## src/hdl/dmc_pkg.sv

```systemverilog
package dmc_pkg;
	// Register indexes; byte address is four times the index
	localparam logic [2:0]  REG_STATUS_IDX     = 3'h0;
	localparam logic [2:0]  REG_RD_ADDR_IDX    = 3'h1;
	localparam logic [2:0]  REG_WR_ADDR_IDX    = 3'h2;
	localparam logic [2:0]  REG_LENGTH_IDX     = 3'h3;
	localparam logic [2:0]  REG_CONTROL_IDX    = 3'h6;
	// Status bit positions
	localparam int          ST_DONE            = 0;
	localparam int          ST_BUSY            = 1;
	localparam int          ST_RD_PKT_END      = 2;
	localparam int          ST_WR_PKT_END      = 3;
	localparam int          ST_COUNT_ZERO      = 4;
	// Control bit positions
	localparam int          CT_BYTE            = 0;
	localparam int          CT_HALFWORD        = 1;
	localparam int          CT_WORD            = 2;
	localparam int          CT_RUN             = 3;
	localparam int          CT_IRQ_EN          = 4;
	localparam int          CT_STOP_RD_EOP     = 5;
	localparam int          CT_STOP_WR_EOP     = 6;
	localparam int          CT_STOP_COUNT      = 7;
	localparam int          CT_FIX_RD          = 8;
	localparam int          CT_FIX_WR          = 9;
	localparam int          CT_DOUBLEWORD      = 10;
	localparam int          CT_QUADWORD        = 11;
	localparam int          CT_ENGINE_RESET    = 12;
	localparam int          CT_WIDTH           = 13;
	// Reset values
	localparam logic [12:0] CONTROL_RESET      = 13'h0000;
	// Bytes per beat for each size
	localparam logic [4:0]  BYTES_BYTE         = 5'h01;
	localparam logic [4:0]  BYTES_HALFWORD     = 5'h02;
	localparam logic [4:0]  BYTES_WORD         = 5'h04;
	localparam logic [4:0]  BYTES_DOUBLEWORD   = 5'h08;
	localparam logic [4:0]  BYTES_QUADWORD     = 5'h10;
	// Internal reset pulse length in cycles
	localparam logic [1:0]  SRST_HOLD_CYCLES   = 2'h2;
	// Engine states, Gray coded along idle-read-write
	typedef enum logic [1:0] {
		DMC_IDLE  = 2'b00,
		DMC_READ  = 2'b01,
		DMC_WRITE = 2'b11
	} dmc_state_t;
endpackage

```

## src/hdl/dmc_beat_size.sv

```systemverilog
`timescale 1ns/100ps
// Turns one-hot size select into a byte count per beat
module dmc_beat_size (
	input  wire logic [4:0] size_sel,
	output logic      [4:0] beat_bytes
);
	// Priority order is arbitrary; several bits set is undefined anyway
	always_comb begin
		if (size_sel[4]) begin
			beat_bytes = dmc_pkg::BYTES_QUADWORD;
		end else if (size_sel[3]) begin
			beat_bytes = dmc_pkg::BYTES_DOUBLEWORD;
		end else if (size_sel[2]) begin
			beat_bytes = dmc_pkg::BYTES_WORD;
		end else if (size_sel[1]) begin
			beat_bytes = dmc_pkg::BYTES_HALFWORD;
		end else begin
			beat_bytes = dmc_pkg::BYTES_BYTE;
		end
	end
endmodule

```

## src/hdl/dmc_soft_reset.sv

```systemverilog
`timescale 1ns/100ps
// Two writes of the trigger bit give an internal reset pulse
module dmc_soft_reset (
	input  wire logic ref_clk,
	input  wire logic rst_b,
	input  wire logic trig_write,
	output logic      armed,
	output logic      engine_rst
);
	logic       armed_r;     // First write seen
	logic [1:0] hold_r;      // Remaining pulse cycles

	// Sequencer is not cleared by its own pulse, so it always finishes
	always_ff @(posedge ref_clk or negedge rst_b) begin
		if (!rst_b) begin
			armed_r <= 1'b0;
			hold_r  <= 2'h0;
		end else if (hold_r != 2'h0) begin
			hold_r <= hold_r - 2'h1;
		end else if (trig_write && armed_r) begin
			armed_r <= 1'b0;
			hold_r  <= dmc_pkg::SRST_HOLD_CYCLES;
		end else if (trig_write) begin
			armed_r <= 1'b1;
		end
	end

	assign armed      = armed_r;
	assign engine_rst = (hold_r != 2'h0);
endmodule

```

## src/hdl/dmc_engine.sv

```systemverilog
// The strobed register port and the address map were decided locally.
`timescale 1ns/100ps
// Operation
// - Five one-hot bits select transfer size
// - Run bit plus nonzero length starts
// - Run cleared early: completion never set
// - Interrupt equals completion and enable
// - Bit 5 lets read packet end stop
// - Bit 6 lets write packet end stop
// - Bit 7 lets zero count stop
// - Bit 8 holds read address fixed
// - Bit 9 holds write address fixed
// - Two trigger writes reset the engine
// - Status write clears completion unless it is set that cycle
// - Cause flags stay readable after completion
// - Status bit layout; zero write clears
// - Completion set on packet end or count
// - Count falls per write, stops at zero
// - Busy high during whole transaction
module dmc_engine #(
	parameter int ADDR_W = 32,
	parameter int LEN_W  = 32,
	parameter int DATA_W = 128
) (
	input  wire logic              ref_clk,
	input  wire logic              rst_b,
	// Register port
	input  wire logic [2:0]        reg_addr,
	input  wire logic [31:0]       reg_wdata,
	input  wire logic              reg_wr,
	input  wire logic              reg_rd,
	output logic      [31:0]       reg_rdata,
	// Read master
	output logic                   rd_req,
	output logic      [ADDR_W-1:0] rd_addr,
	input  wire logic              rd_ack,
	input  wire logic [DATA_W-1:0] rd_data,
	input  wire logic              rd_eop,
	// Write master
	output logic                   wr_req,
	output logic      [ADDR_W-1:0] wr_addr,
	output logic      [DATA_W-1:0] wr_data,
	input  wire logic              wr_ack,
	input  wire logic              wr_eop,
	// Interrupt
	output logic                   irq
);
	logic [12:0]           ctrl_r;        // Control bits
	logic [ADDR_W-1:0]     rd_addr_r;     // Current read address
	logic [ADDR_W-1:0]     wr_addr_r;     // Current write address
	logic [LEN_W-1:0]      len_r;         // Remaining bytes
	logic [DATA_W-1:0]     data_r;        // Beat held between read and write
	logic                  done_r;        // Completion flag
	logic                  rd_pkt_r;      // Read packet end flag
	logic                  wr_pkt_r;      // Write packet end flag
	logic                  cnt_zero_r;    // Count expired flag
	logic                  eop_hold_r;    // Read eop latched for this beat
	logic [31:0]           rdata_r;       // Read data register
	dmc_pkg::dmc_state_t   state_r;       // Engine state
	dmc_pkg::dmc_state_t   state_nxt;
	logic [4:0]            beat_bytes;    // Bytes per beat
	logic                  arm_seen;      // First trigger write seen
	logic                  eng_rst;       // Internal reset pulse
	logic                  busy;          // Transaction in progress
	logic                  wr_beat;       // Write accepted this cycle
	logic                  rd_beat;       // Read accepted this cycle
	logic                  end_rd_pkt;    // Read eop ends transaction
	logic                  end_wr_pkt;    // Write eop ends transaction
	logic                  end_count;     // Zero count ends transaction
	logic                  finish;        // Transaction ends this beat
	logic [LEN_W-1:0]      len_after;     // Length after this beat
	logic                  sel_status;    // Register decodes
	logic                  sel_ctrl;
	logic                  sel_rdaddr;
	logic                  sel_wraddr;
	logic                  sel_len;
	logic                  trig_write;    // First or second reset write

	// Limitations a driver must respect:
	// - one size bit at a time; with several set the widest one wins
	// - run left set with length remaining restarts the engine at once
	// - the engine reset drops requests with no handshake, so an agent
	//   holding its bus may stall until the next system reset
	// - length is not checked against the size; a short tail floors at zero

	// Register decode; unmapped indexes match nothing and read as zero
	assign sel_status = (reg_addr == dmc_pkg::REG_STATUS_IDX);
	assign sel_ctrl   = (reg_addr == dmc_pkg::REG_CONTROL_IDX);
	assign sel_rdaddr = (reg_addr == dmc_pkg::REG_RD_ADDR_IDX);
	assign sel_wraddr = (reg_addr == dmc_pkg::REG_WR_ADDR_IDX);
	assign sel_len    = (reg_addr == dmc_pkg::REG_LENGTH_IDX);
	assign trig_write = reg_wr && sel_ctrl && reg_wdata[dmc_pkg::CT_ENGINE_RESET];

	// Reset sequencer, not itself cleared by the pulse it makes
	// Register writes that land during the pulse are lost
	dmc_soft_reset u_srst (
		.ref_clk    (ref_clk),
		.rst_b      (rst_b),
		.trig_write (trig_write),
		.armed      (arm_seen),
		.engine_rst (eng_rst)
	);

	// Size decode from the five one-hot bits
	// Size is only used at beat time, so changing it while idle is harmless
	dmc_beat_size u_size (
		.size_sel   ({ctrl_r[dmc_pkg::CT_QUADWORD], ctrl_r[dmc_pkg::CT_DOUBLEWORD],
			ctrl_r[dmc_pkg::CT_WORD], ctrl_r[dmc_pkg::CT_HALFWORD],
			ctrl_r[dmc_pkg::CT_BYTE]}),
		.beat_bytes (beat_bytes)
	);

	// Busy covers both request states, with no idle gap between beats
	assign busy    = (state_r != dmc_pkg::DMC_IDLE);
	assign rd_beat = (state_r == dmc_pkg::DMC_READ) && rd_ack;
	assign wr_beat = (state_r == dmc_pkg::DMC_WRITE) && wr_ack;

	// Length never wraps below zero
	always_comb begin
		if (len_r > LEN_W'(beat_bytes)) begin
			len_after = len_r - LEN_W'(beat_bytes);
		end else begin
			len_after = '0;
		end
	end

	// End conditions, each gated by its enable bit
	assign end_rd_pkt = ctrl_r[dmc_pkg::CT_STOP_RD_EOP] && eop_hold_r;
	assign end_wr_pkt = ctrl_r[dmc_pkg::CT_STOP_WR_EOP] && wr_eop;
	assign end_count  = ctrl_r[dmc_pkg::CT_STOP_COUNT] && (len_after == '0);
	// Run gates the end: a transaction aborted by clearing run never reports done,
	// even when its last write lands after the clear
	assign finish     = wr_beat && ctrl_r[dmc_pkg::CT_RUN] &&
		(end_rd_pkt || end_wr_pkt || end_count);

	// Next state
	always_comb begin
		state_nxt = state_r;
		case (state_r)
			dmc_pkg::DMC_IDLE: begin
				// Waits here until run is set with a length loaded
				if (ctrl_r[dmc_pkg::CT_RUN] && (len_r != '0)) begin
					state_nxt = dmc_pkg::DMC_READ;
				end
			end
			dmc_pkg::DMC_READ: begin
				if (!ctrl_r[dmc_pkg::CT_RUN]) begin
					// Run dropped before this beat was read; earlier beats may have moved: abandon quietly
					state_nxt = dmc_pkg::DMC_IDLE;
				end else if (rd_ack) begin
					// Beat taken; the data now waits for the write side
					state_nxt = dmc_pkg::DMC_WRITE;
				end
			end
			dmc_pkg::DMC_WRITE: begin
				if (finish) begin
					// A stop condition was met on this beat
					state_nxt = dmc_pkg::DMC_IDLE;
				end else if (wr_ack && !ctrl_r[dmc_pkg::CT_RUN]) begin
					// Run dropped: the beat completes, the flag stays clear
					state_nxt = dmc_pkg::DMC_IDLE;
				end else if (wr_ack) begin
					// More to move; back for the next read
					state_nxt = dmc_pkg::DMC_READ;
				end
			end
			default: begin
				state_nxt = dmc_pkg::DMC_IDLE;
			end
		endcase
	end

	// State register; the soft reset acts like a system reset
	// and wins over the next state, so a half-done beat is abandoned
	always_ff @(posedge ref_clk or negedge rst_b) begin
		if (!rst_b) begin
			state_r <= dmc_pkg::DMC_IDLE;
		end else if (eng_rst) begin
			state_r <= dmc_pkg::DMC_IDLE;
		end else begin
			state_r <= state_nxt;
		end
	end

	// Control register; reset bit reads as first write pending
	// Bit 12 is stored but reads back from the sequencer instead
	always_ff @(posedge ref_clk or negedge rst_b) begin
		if (!rst_b) begin
			ctrl_r <= dmc_pkg::CONTROL_RESET;
		end else if (eng_rst) begin
			ctrl_r <= dmc_pkg::CONTROL_RESET;
		end else if (reg_wr && sel_ctrl) begin
			ctrl_r <= reg_wdata[12:0];
		end
	end

	// Read address: loaded by software, steps unless fixed
	// Wraps at the top of the space; keeping ranges in bounds is up to software
	always_ff @(posedge ref_clk or negedge rst_b) begin
		if (!rst_b) begin
			rd_addr_r <= '0;
		end else if (eng_rst) begin
			rd_addr_r <= '0;
		end else if (reg_wr && sel_rdaddr) begin
			rd_addr_r <= reg_wdata[ADDR_W-1:0];
		end else if (rd_beat && !ctrl_r[dmc_pkg::CT_FIX_RD]) begin
			rd_addr_r <= rd_addr_r + ADDR_W'(beat_bytes);
		end
	end

	// Write address: loaded by software, steps unless fixed
	// Wraps the same way as the read address
	always_ff @(posedge ref_clk or negedge rst_b) begin
		if (!rst_b) begin
			wr_addr_r <= '0;
		end else if (eng_rst) begin
			wr_addr_r <= '0;
		end else if (reg_wr && sel_wraddr) begin
			wr_addr_r <= reg_wdata[ADDR_W-1:0];
		end else if (wr_beat && !ctrl_r[dmc_pkg::CT_FIX_WR]) begin
			wr_addr_r <= wr_addr_r + ADDR_W'(beat_bytes);
		end
	end

	// Length counts down per written beat
	// A software load wins over a beat; loading while busy is not supported
	always_ff @(posedge ref_clk or negedge rst_b) begin
		if (!rst_b) begin
			len_r <= '0;
		end else if (eng_rst) begin
			len_r <= '0;
		end else if (reg_wr && sel_len) begin
			len_r <= reg_wdata[LEN_W-1:0];
		end else if (wr_beat) begin
			len_r <= len_after;
		end
	end

	// Data beat and read eop captured on read acceptance
	// Holding eop beside the data lets the stop act on the matching write
	always_ff @(posedge ref_clk or negedge rst_b) begin
		if (!rst_b) begin
			data_r     <= '0;
			eop_hold_r <= 1'b0;
		end else if (eng_rst) begin
			data_r     <= '0;
			eop_hold_r <= 1'b0;
		end else if (rd_beat) begin
			data_r     <= rd_data;
			eop_hold_r <= rd_eop;
		end
	end

	// Completion flag; hardware set wins over a status write
	always_ff @(posedge ref_clk or negedge rst_b) begin
		if (!rst_b) begin
			done_r <= 1'b0;
		end else if (eng_rst) begin
			done_r <= 1'b0;
		end else if (finish) begin
			done_r <= 1'b1;
		end else if (reg_wr && sel_status) begin
			done_r <= 1'b0;
		end
	end

	// Cause flags stay until software clears status
	// Packet causes latch only with a completion; the count flag sets whenever a written beat takes the length to zero
	always_ff @(posedge ref_clk or negedge rst_b) begin
		if (!rst_b) begin
			rd_pkt_r   <= 1'b0;
			wr_pkt_r   <= 1'b0;
			cnt_zero_r <= 1'b0;
		end else if (eng_rst) begin
			rd_pkt_r   <= 1'b0;
			wr_pkt_r   <= 1'b0;
			cnt_zero_r <= 1'b0;
		end else begin
			// Any status write clears; a new event in that cycle still sets
			if (finish && end_rd_pkt) begin
				rd_pkt_r <= 1'b1;
			end else if (reg_wr && sel_status) begin
				rd_pkt_r <= 1'b0;
			end
			if (finish && end_wr_pkt) begin
				wr_pkt_r <= 1'b1;
			end else if (reg_wr && sel_status) begin
				wr_pkt_r <= 1'b0;
			end
			if (wr_beat && (len_after == '0) && (len_r != '0)) begin
				cnt_zero_r <= 1'b1;
			end else if (reg_wr && sel_status) begin
				cnt_zero_r <= 1'b0;
			end
		end
	end

	// Read data, valid the cycle after the strobe only
	// Cleared between reads so a stale value never looks like an answer
	always_ff @(posedge ref_clk or negedge rst_b) begin
		if (!rst_b) begin
			rdata_r <= 32'h0000_0000;
		end else if (reg_rd) begin
			case (reg_addr)
				dmc_pkg::REG_STATUS_IDX: begin
					rdata_r <= {27'h0, cnt_zero_r, wr_pkt_r, rd_pkt_r, busy, done_r};
				end
				dmc_pkg::REG_RD_ADDR_IDX: begin
					rdata_r <= 32'(rd_addr_r);
				end
				dmc_pkg::REG_WR_ADDR_IDX: begin
					rdata_r <= 32'(wr_addr_r);
				end
				dmc_pkg::REG_LENGTH_IDX: begin
					rdata_r <= 32'(len_r);
				end
				dmc_pkg::REG_CONTROL_IDX: begin
					// Reset bit shows the armed sequencer, then drops back
					rdata_r <= {19'h0, arm_seen, ctrl_r[11:0]};
				end
				default: begin
					rdata_r <= 32'h0000_0000;
				end
			endcase
		end else begin
			rdata_r <= 32'h0000_0000;
		end
	end

	// Requests decode the state register, so they drop on the edge that ends a beat
	assign reg_rdata = rdata_r;
	assign rd_req    = (state_r == dmc_pkg::DMC_READ);
	assign wr_req    = (state_r == dmc_pkg::DMC_WRITE);
	assign rd_addr   = rd_addr_r;
	assign wr_addr   = wr_addr_r;
	assign wr_data   = data_r;
	// Interrupt is a pure level of flag and enable
	assign irq       = done_r && ctrl_r[dmc_pkg::CT_IRQ_EN];
endmodule

```

## config.mk

```make
export PLATFORM = sky130hd
export DESIGN_NAME = dmc_engine
export DESIGN_NICKNAME = d
export VERILOG_FILES = /design/src/hdl/dmc_pkg.sv /design/src/hdl/dmc_beat_size.sv /design/src/hdl/dmc_soft_reset.sv /design/src/hdl/dmc_engine.sv
export SDC_FILE = /design/constraint.sdc
export NUM_CORES = 1
export LEC_CHECK = 0
export BUFFER_PORTS_ARGS = -buffer_cell sky130_fd_sc_hd__buf_2
export CAP_MARGIN = 20
export CORE_ASPECT_RATIO = 1.1
export CORE_UTILIZATION = 45
export CTS_BUF_LIST = sky130_fd_sc_hd__clkbuf_8
export CTS_CLUSTER_SIZE = 40
export DETAILED_ROUTE_END_ITERATION = 7
export GPL_ROUTABILITY_DRIVEN = 0
export GPL_TIMING_DRIVEN = 1
export PLACE_DENSITY_LB_ADDON = 0.12
export RECOVER_POWER = 25
export SYNTH_ARGS = -nofsm -noshare
export SYNTH_HDL_FRONTEND = slang
export SYNTH_SLANG_ARGS = --single-unit
```

## constraint.sdc

```tcl
create_clock -name ref_clk -period 3.7 [get_ports ref_clk]
set_input_delay 0.37 -clock ref_clk [delete_from_list [all_inputs] [get_ports ref_clk]]
set_output_delay 0.37 -clock ref_clk [all_outputs]
set_load 0.1 [all_outputs]
```

### Word-level counts from Yosys, hierarchy flattened

Index checks and enable logic that the tools add are counted.

| word-level totals | value |
|---|---|
| bits in registers | 278 |
| output and inout port bits | 227 |
| word-level logic and storage cells | 119 |

| operators by class | value |
|---|---|
| $add $sub $neg | 4 |
| $lt $le $gt $ge | 1 |
| equal/unequal tests | 9 |
| muxes and demuxes | 43 |
| bitwise gates (word level) | 1 |
| reductions and logical operators | 47 |

Operator list:

| cell | number |
|---|---|
| 32-bit two-way mux | 11 |
| 128-bit two-way mux | 2 |
| 32-bit case mux with 5 select lines | 1 |
| 32-bit by 5-bit adder with 32-bit output | 2 |
| 32-bit by 5-bit greater-than comparator with 1-bit output | 1 |
| 32-bit zero test | 1 |
| 32-bit nonzero test | 1 |
| 32-bit by 5-bit subtractor with 32-bit output | 1 |
| 12-bit two-way mux | 2 |
| 1-bit logical AND | 23 |
| 3-bit nonzero test | 7 |
| 2-bit two-way mux | 10 |
| 1-bit two-way mux | 13 |
| 2-bit nonzero test | 6 |
| 5-bit two-way mux | 2 |
| 3-bit by 2-bit equality test with 1-bit output, second input constant | 2 |
| 2-bit case mux with 3 select lines | 1 |
| 5-bit by 1-bit inequality test with 1-bit output, second input constant | 1 |
| 4-bit by 3-bit inequality test with 1-bit output, second input constant | 1 |
| 3-bit by 1-bit equality test with 1-bit output, second input constant | 1 |
| 3-bit equality test, second input constant | 1 |
| 1-bit zero test | 3 |
| 3-bit zero test | 1 |
| 3-bit two-way mux | 1 |
| 9 further kinds | 10 |

### Longest topological paths before layout

| logic depth | value |
|---|---|
| depth in word-level cells | 13 |
| gate-level depth with buffers | 13 |
| mapped depth without buffers | 12 |

### Modules after synthesis

Synthesis repeated with hierarchy kept, for this count alone.

| second synthesis, totals | value |
|---|---|
| cell total of the unflattened synthesis | 1,638 |
| area, all modules | 14,340.0 sq um |

Modules (own cells, without submodules):

| module | instances | cells each | area each (sq um) | seq. area each (sq um) |
|---|---|---|---|---|
| dmc_engine | 1 | 1,620 | 14,121.0 | 6,881.6 |
| dmc_soft_reset | 1 | 13 | 167.7 | 75.1 |
| dmc_beat_size | 1 | 5 | 51.3 | 0.0 |

### Least setup slack after synthesis

Ideal clock, no wire load.

| timing path | value |
|---|---|
| path kind | flip-flop to flip-flop |
| from | register rd_addr_r[0] (netlist: rd_addr[0]) |
| to | register rd_addr_r[24] (netlist: rd_addr[24]) |
| library setup time | 83 ps |
| arrival time | 2,892 ps |
| required time | 3,617 ps |
| slack | 725 ps |
| cell stages (with the launch flop) | 11 |
| path buffers | 0 |
| period minus slack after synthesis | 2,975 ps |
| cells stage by stage | dfrtp_1 -> ha_1 -> fa_1 -> a21oi_1 -> o21bai_1 -> a21oi_1 -> or2_2 -> or3_1 -> nor3b_1 -> a21oi_1 -> o21ai_0 |

| between the ends | value |
|---|---|
| cells in the longest elaborated chain, start to end | 4 |

RTL lines:

| element | RTL line | text |
|---|---|---|
| start, declared | dmc_engine.sv:49 | `logic [ADDR_W-1:0] rd_addr_r;` |
| start signal, assigned | dmc_engine.sv:205 | `rd_addr_r <= reg_wdata[ADDR_W-1:0];` |
| start signal, assigned | dmc_engine.sv:207 | `rd_addr_r <= rd_addr_r + ADDR_W'(beat_bytes);` |
| 32-bit by 5-bit adder with 32-bit output | dmc_engine.sv:207 |  |
| 32-bit two-way mux | dmc_engine.sv:206 | `end else if (rd_beat && !ctrl_r[dmc_pkg::CT_FIX_RD]) begin` |
| 32-bit two-way mux | dmc_engine.sv:204 | `end else if (reg_wr && sel_rdaddr) begin` |
| 32-bit two-way mux | dmc_engine.sv:202 | `end else if (eng_rst) begin` |

Every way passes these cells. The select of a mux whose other input is x is not followed.
A chain may end at the register's enable or synchronous reset.

### Worst setup path after layout

| timing path | value |
|---|---|
| from | register ctrl_r[10] |
| to | register cnt_zero_r |

| between the ends | value |
|---|---|
| cells in the longest elaborated chain, start to end | 9 |
| elaborated cells on any way between the ends | 11 |

RTL lines:

| element | RTL line | text |
|---|---|---|
| start, declared | dmc_engine.sv:48 | `logic [12:0] ctrl_r;` |
| start signal, assigned | dmc_engine.sv:189 | `ctrl_r <= dmc_pkg::CONTROL_RESET;` |
| start signal, assigned | dmc_engine.sv:191 | `ctrl_r <= dmc_pkg::CONTROL_RESET;` |
| start signal, assigned | dmc_engine.sv:193 | `ctrl_r <= reg_wdata[12:0];` |
| 5-bit two-way mux (*) | dmc_beat_size.sv:11 | `end else if (size_sel[3]) begin` |
| 5-bit two-way mux (*) | dmc_beat_size.sv:9 | `if (size_sel[4]) begin` |
| 32-bit by 5-bit subtractor with 32-bit output or 32-bit by 5-bit greater-than comparator with 1-bit output (tied branches) | dmc_engine.sv:121, dmc_engine.sv:120 |  |
| 32-bit two-way mux (*) | dmc_engine.sv:120 | `if (len_r > LEN_W'(beat_bytes)) begin` |
| 32-bit zero test (*) | dmc_engine.sv:290 | `if (wr_beat && (len_after == '0) && (len_r != '0)) begin` |
| 1-bit logical AND (*) (2 in series) | dmc_engine.sv:290 |  |
| 1-bit two-way mux | dmc_engine.sv:290 |  |
| 1-bit two-way mux | dmc_engine.sv:274 | `end else if (eng_rst) begin` |
| end signal, assigned | dmc_engine.sv:273 | `cnt_zero_r <= 1'b0;` |
| end signal, assigned | dmc_engine.sv:277 | `cnt_zero_r <= 1'b0;` |
| end signal, assigned | dmc_engine.sv:291 | `cnt_zero_r <= 1'b1;` |
| end, declared | dmc_engine.sv:56 | `logic cnt_zero_r;` |

Every way passes the cells marked *; elsewhere a longest branch is shown, timed or not.

==> metrics.md <==
| Metric | Value |
|---|---|
| Port-buffer cells | `397` |
| Max Cap Violations | `2` |
| Multi-input gate area | `6850 um2` |
| Die Wd | `172 um` |
| Clock transition at path regs | `70 ps` |
| Busiest grt layer | `met2` |
| Synth-to-Final Area Change | `26.8%` |
| Tmin final | `3420 ps` |
| Row cnt | `68` |
| Avg Cell Area, Syn | `8.72 um2` |
| DR DRC count | `0` |
| Period utilization | `92.4%` |
| Final hold vios | `0` |
| Via Count | `14,562` |
| Inserted Clock Buffers | `48` |
| Crit-path max FO | `9` |
| Unique masters post-synth | `68` |
| Fin. max-slew vios | `102` |
| Post-synth ARST share | `100%` |
| Sequential share of the synthesized area | `48.4%` |
| Worst vdd ir | `342 uV` |
| Crit Path Class | `reg -> reg` |
| Mapped Cells | `1,648` |
| DRT antenna net count | `0` |
| Nets | `2,264` |
| Layout Utilization | `58.0%` |
| Tot GR Track Use | `32.7%` |
| Status | `complete, but fails checks` |
| Clk sink count | `278` |
| Worst Hold Class | `in -> reg` |
| Gr ovfl total | `0` |
| Failing checks | `capacitance limit, slew limit` |
| Total Negative Setup Slacks | `0 ps` |
| Pwr/cell area | `490 nW/um2` |
| Lkg Pwr | `8.69 nW` |
| Die area | `32,600 um2` |
| DPL Wire Length | `37,700 um` |
| Rel. slew slack | `-24.3%` |
| Htree depth | `2` |
| Die height | `189 um` |
| Layout cells sized above 1 | `24.3%` |
| First-pass GRT wire length | `81,200 um` |
| Vias/cell | `5.76` |
| Core area | `31,400 um2` |
| FF+latch area | `6960 um2` |
| Clock Tree Root | `clkbuf_8` |
| Iter 0 DRT Violations | `1,360` |
| WP data arrival | `3900 ps` |
| Fin Hold WS | `22.2 ps` |
| Number of I/O pins | `398` |
| Slew at the pin closest to its max-slew limit | `1860 ps` |
| Yosys Warn Count | `0` |
| Max Clk Rate | `293 MHz` |
| Met2 usage | `52.2%` |
| Syn Std Cell Area | `14,400 um2` |
| FILL cells | `2,848` |
| Initial antenna violation count | `3` |
| Top_reg_cell synth | `dfrtp_1` |
| Worst-Skew Late Latency | `600 ps` |
| CP Capture Type | `flop` |
| Met1 Usage GRT | `40.8%` |
| Commonest non-fill, non-tap cell in the layout | `buf_2` |
| Largest net degree at the start of global routing | `94` |
| WL final | `53,500 um` |
| Grt met3 use | `7.67%` |
| Number of global-route vias before repair | `13,852` |
| Seq cells post-synth | `278` |
| EDFF count, synth | `0` |
| Startpoint Class | `flop` |
| RSZ-0062 raised after global routing | `false` |
| Commonest cells after routing, fill and taps aside | `396 x buf_2, 360 x nand2_1, 278 x dfrtp_1, 210 x a21oi_1, 133 x nor2_1` |
| CTS tree | `built` |
| Clock tree buffer depth | `3` |
| Final setup skew | `34.0 ps` |
| Synth Net Count | `1,840` |
| DRT Pass-1 Iters | `8` |
| Initial core utilization | `45.7%` |
| # setup viols final | `0` |
| Routed len/inst | `21.2 um` |
| Worst Path Required | `4180 ps` |
-- worst max-delay path, cell delays in order (launching register included) --
cell	delay, ps
dfrtp_1	450
nor3_1	90
nand2_1	120
inv_1	150
fa_1	450
nand2b_1	180
o221ai_1	420
buf_4	250
nor2_1	120
a2111oi_0	480
nand4_1	190
nor2b_1	170
o31ai_1	220
-- cell families (layout without fill, tap and decap cells) --
group	after synthesis	in the layout	share of synthesized area [%]
DFF	278	278	48.4
xor gates and xnor gates	61	61	3.72
other	0	5	0
and+or+nand+nor	685	685	21.5
AOI/OAI and AO/OA	432	432	18.1
buffers and inverters	141	596	4.02
muxes	30	30	2.27
adders and majority gates	21	21	1.99
-- state kept, by name (all words and copies together) (netlist names), 2 cells and up --
name           flops
wr_data          128
rd_addr           32
ctrl_r            12
len_r             32
reg_rdata         32
wr_addr           32
u_srst.hold_r      2
state_r            2
-- power breakdown --
group | switching, W | internal [W] | leakage, nW | total, W
clock network | 0.00129 | 0.00141 | 0.534 | 0.00270
logic | 0.00212 | 0.000762 | 4.29 | 0.00288
registers | 0.000176 | 0.00315 | 3.87 | 0.00333
total | 0.00359 | 0.00533 | 8.69 | 0.00892
-- routing by layer --
| layer | wire length [um] | up-vias | part of all wire (%) |
|---|---|---|---|
| met2 | 25200 | 810 | 47 |
| met1 | 20400 | 6982 | 38 |
| met3 | 4860 | 162 | 9.1 |
| met4 | 3100 | 2 | 5.8 |
| li1 | - | 6606 | - |
| met5 | 13 | - | 0.024 |
-- path summary, 6_finish.rpt --
kind,to,cells after the start,start,slack [ps]
worst max-delay path,cnt_zero_r,12,ctrl_r[10],280
worst min-delay path,wr_data[88],3,rd_data[88],20
worst max register to register,cnt_zero_r,12,ctrl_r[10],280
worst min register to register,u_srst.armed,1,u_srst.armed,510
max in group asynchronous,wr_data[43],3,rst_b,790
min in group asynchronous,len_r[27],2,rst_b,760
-- Yosys cell counts (13+ instances only) --
| cell | count | area share (%) |
|---|---|---|
| a211oi_1 | 24 | 1.3 |
| clkbuf_1 | 91 | 2.4 |
| and3_1 | 16 | 0.70 |
| mux2_2 | 20 | 1.6 |
| nand3_1 | 33 | 1.1 |
| nand4_1 | 16 | 0.70 |
| ha_1 | 18 | 1.6 |
| nand2_1 | 362 | 9.5 |
| inv_1 | 23 | 0.60 |
| xor2_1 | 31 | 1.9 |
| xnor2_1 | 30 | 1.8 |
| nor4_1 | 17 | 0.74 |
| a22oi_1 | 25 | 1.3 |
| dfrtp_1 | 278 | 48 |
| a21oi_1 | 210 | 7.3 |
| o21ai_0 | 85 | 3.0 |
| nor2_1 | 133 | 3.5 |
| nor3_1 | 32 | 1.1 |
| or3_1 | 13 | 0.57 |
-- area by class of cell --
| type | count | share of cell area (%) |
|---|---|---|
| well taps | 420 | 2.89 |
| multi-input cells | 1229 | 37.6 |
| flip-flops and latches | 278 | 38.2 |
| inverters | 23 | 0.502 |
| diodes | 5 | 0.0687 |
| clock buffers | 58 | 4.38 |
| clock inverters | 23 | 0.598 |
| repair buffers | 492 | 15.7 |
-- repair_timing --
action	CTS	global route
endpoints found under the hold margin	131	0
hold buffers	67	0
endpoints found under the setup margin	0	3
setup buffers	0	0
resized for setup	0	1
-- per-stage QoR --
step / setup slack [ps] / area, um2 / instances / power, W
after floorplan: 725 / 14400 / 1648 / 0.00536
after global placement: 398 / 16700 / 2375 / 0.00615
after detailed placement: 292 / 16700 / 2375 / 0.00617
after CTS: 247 / 18200 / 2523 / 0.00893
after global routing: 7.37 / 18200 / 2523 / 0.00932
final: 282 / 18200 / 2528 / 0.00892
(Power assumes the default switching activity.)
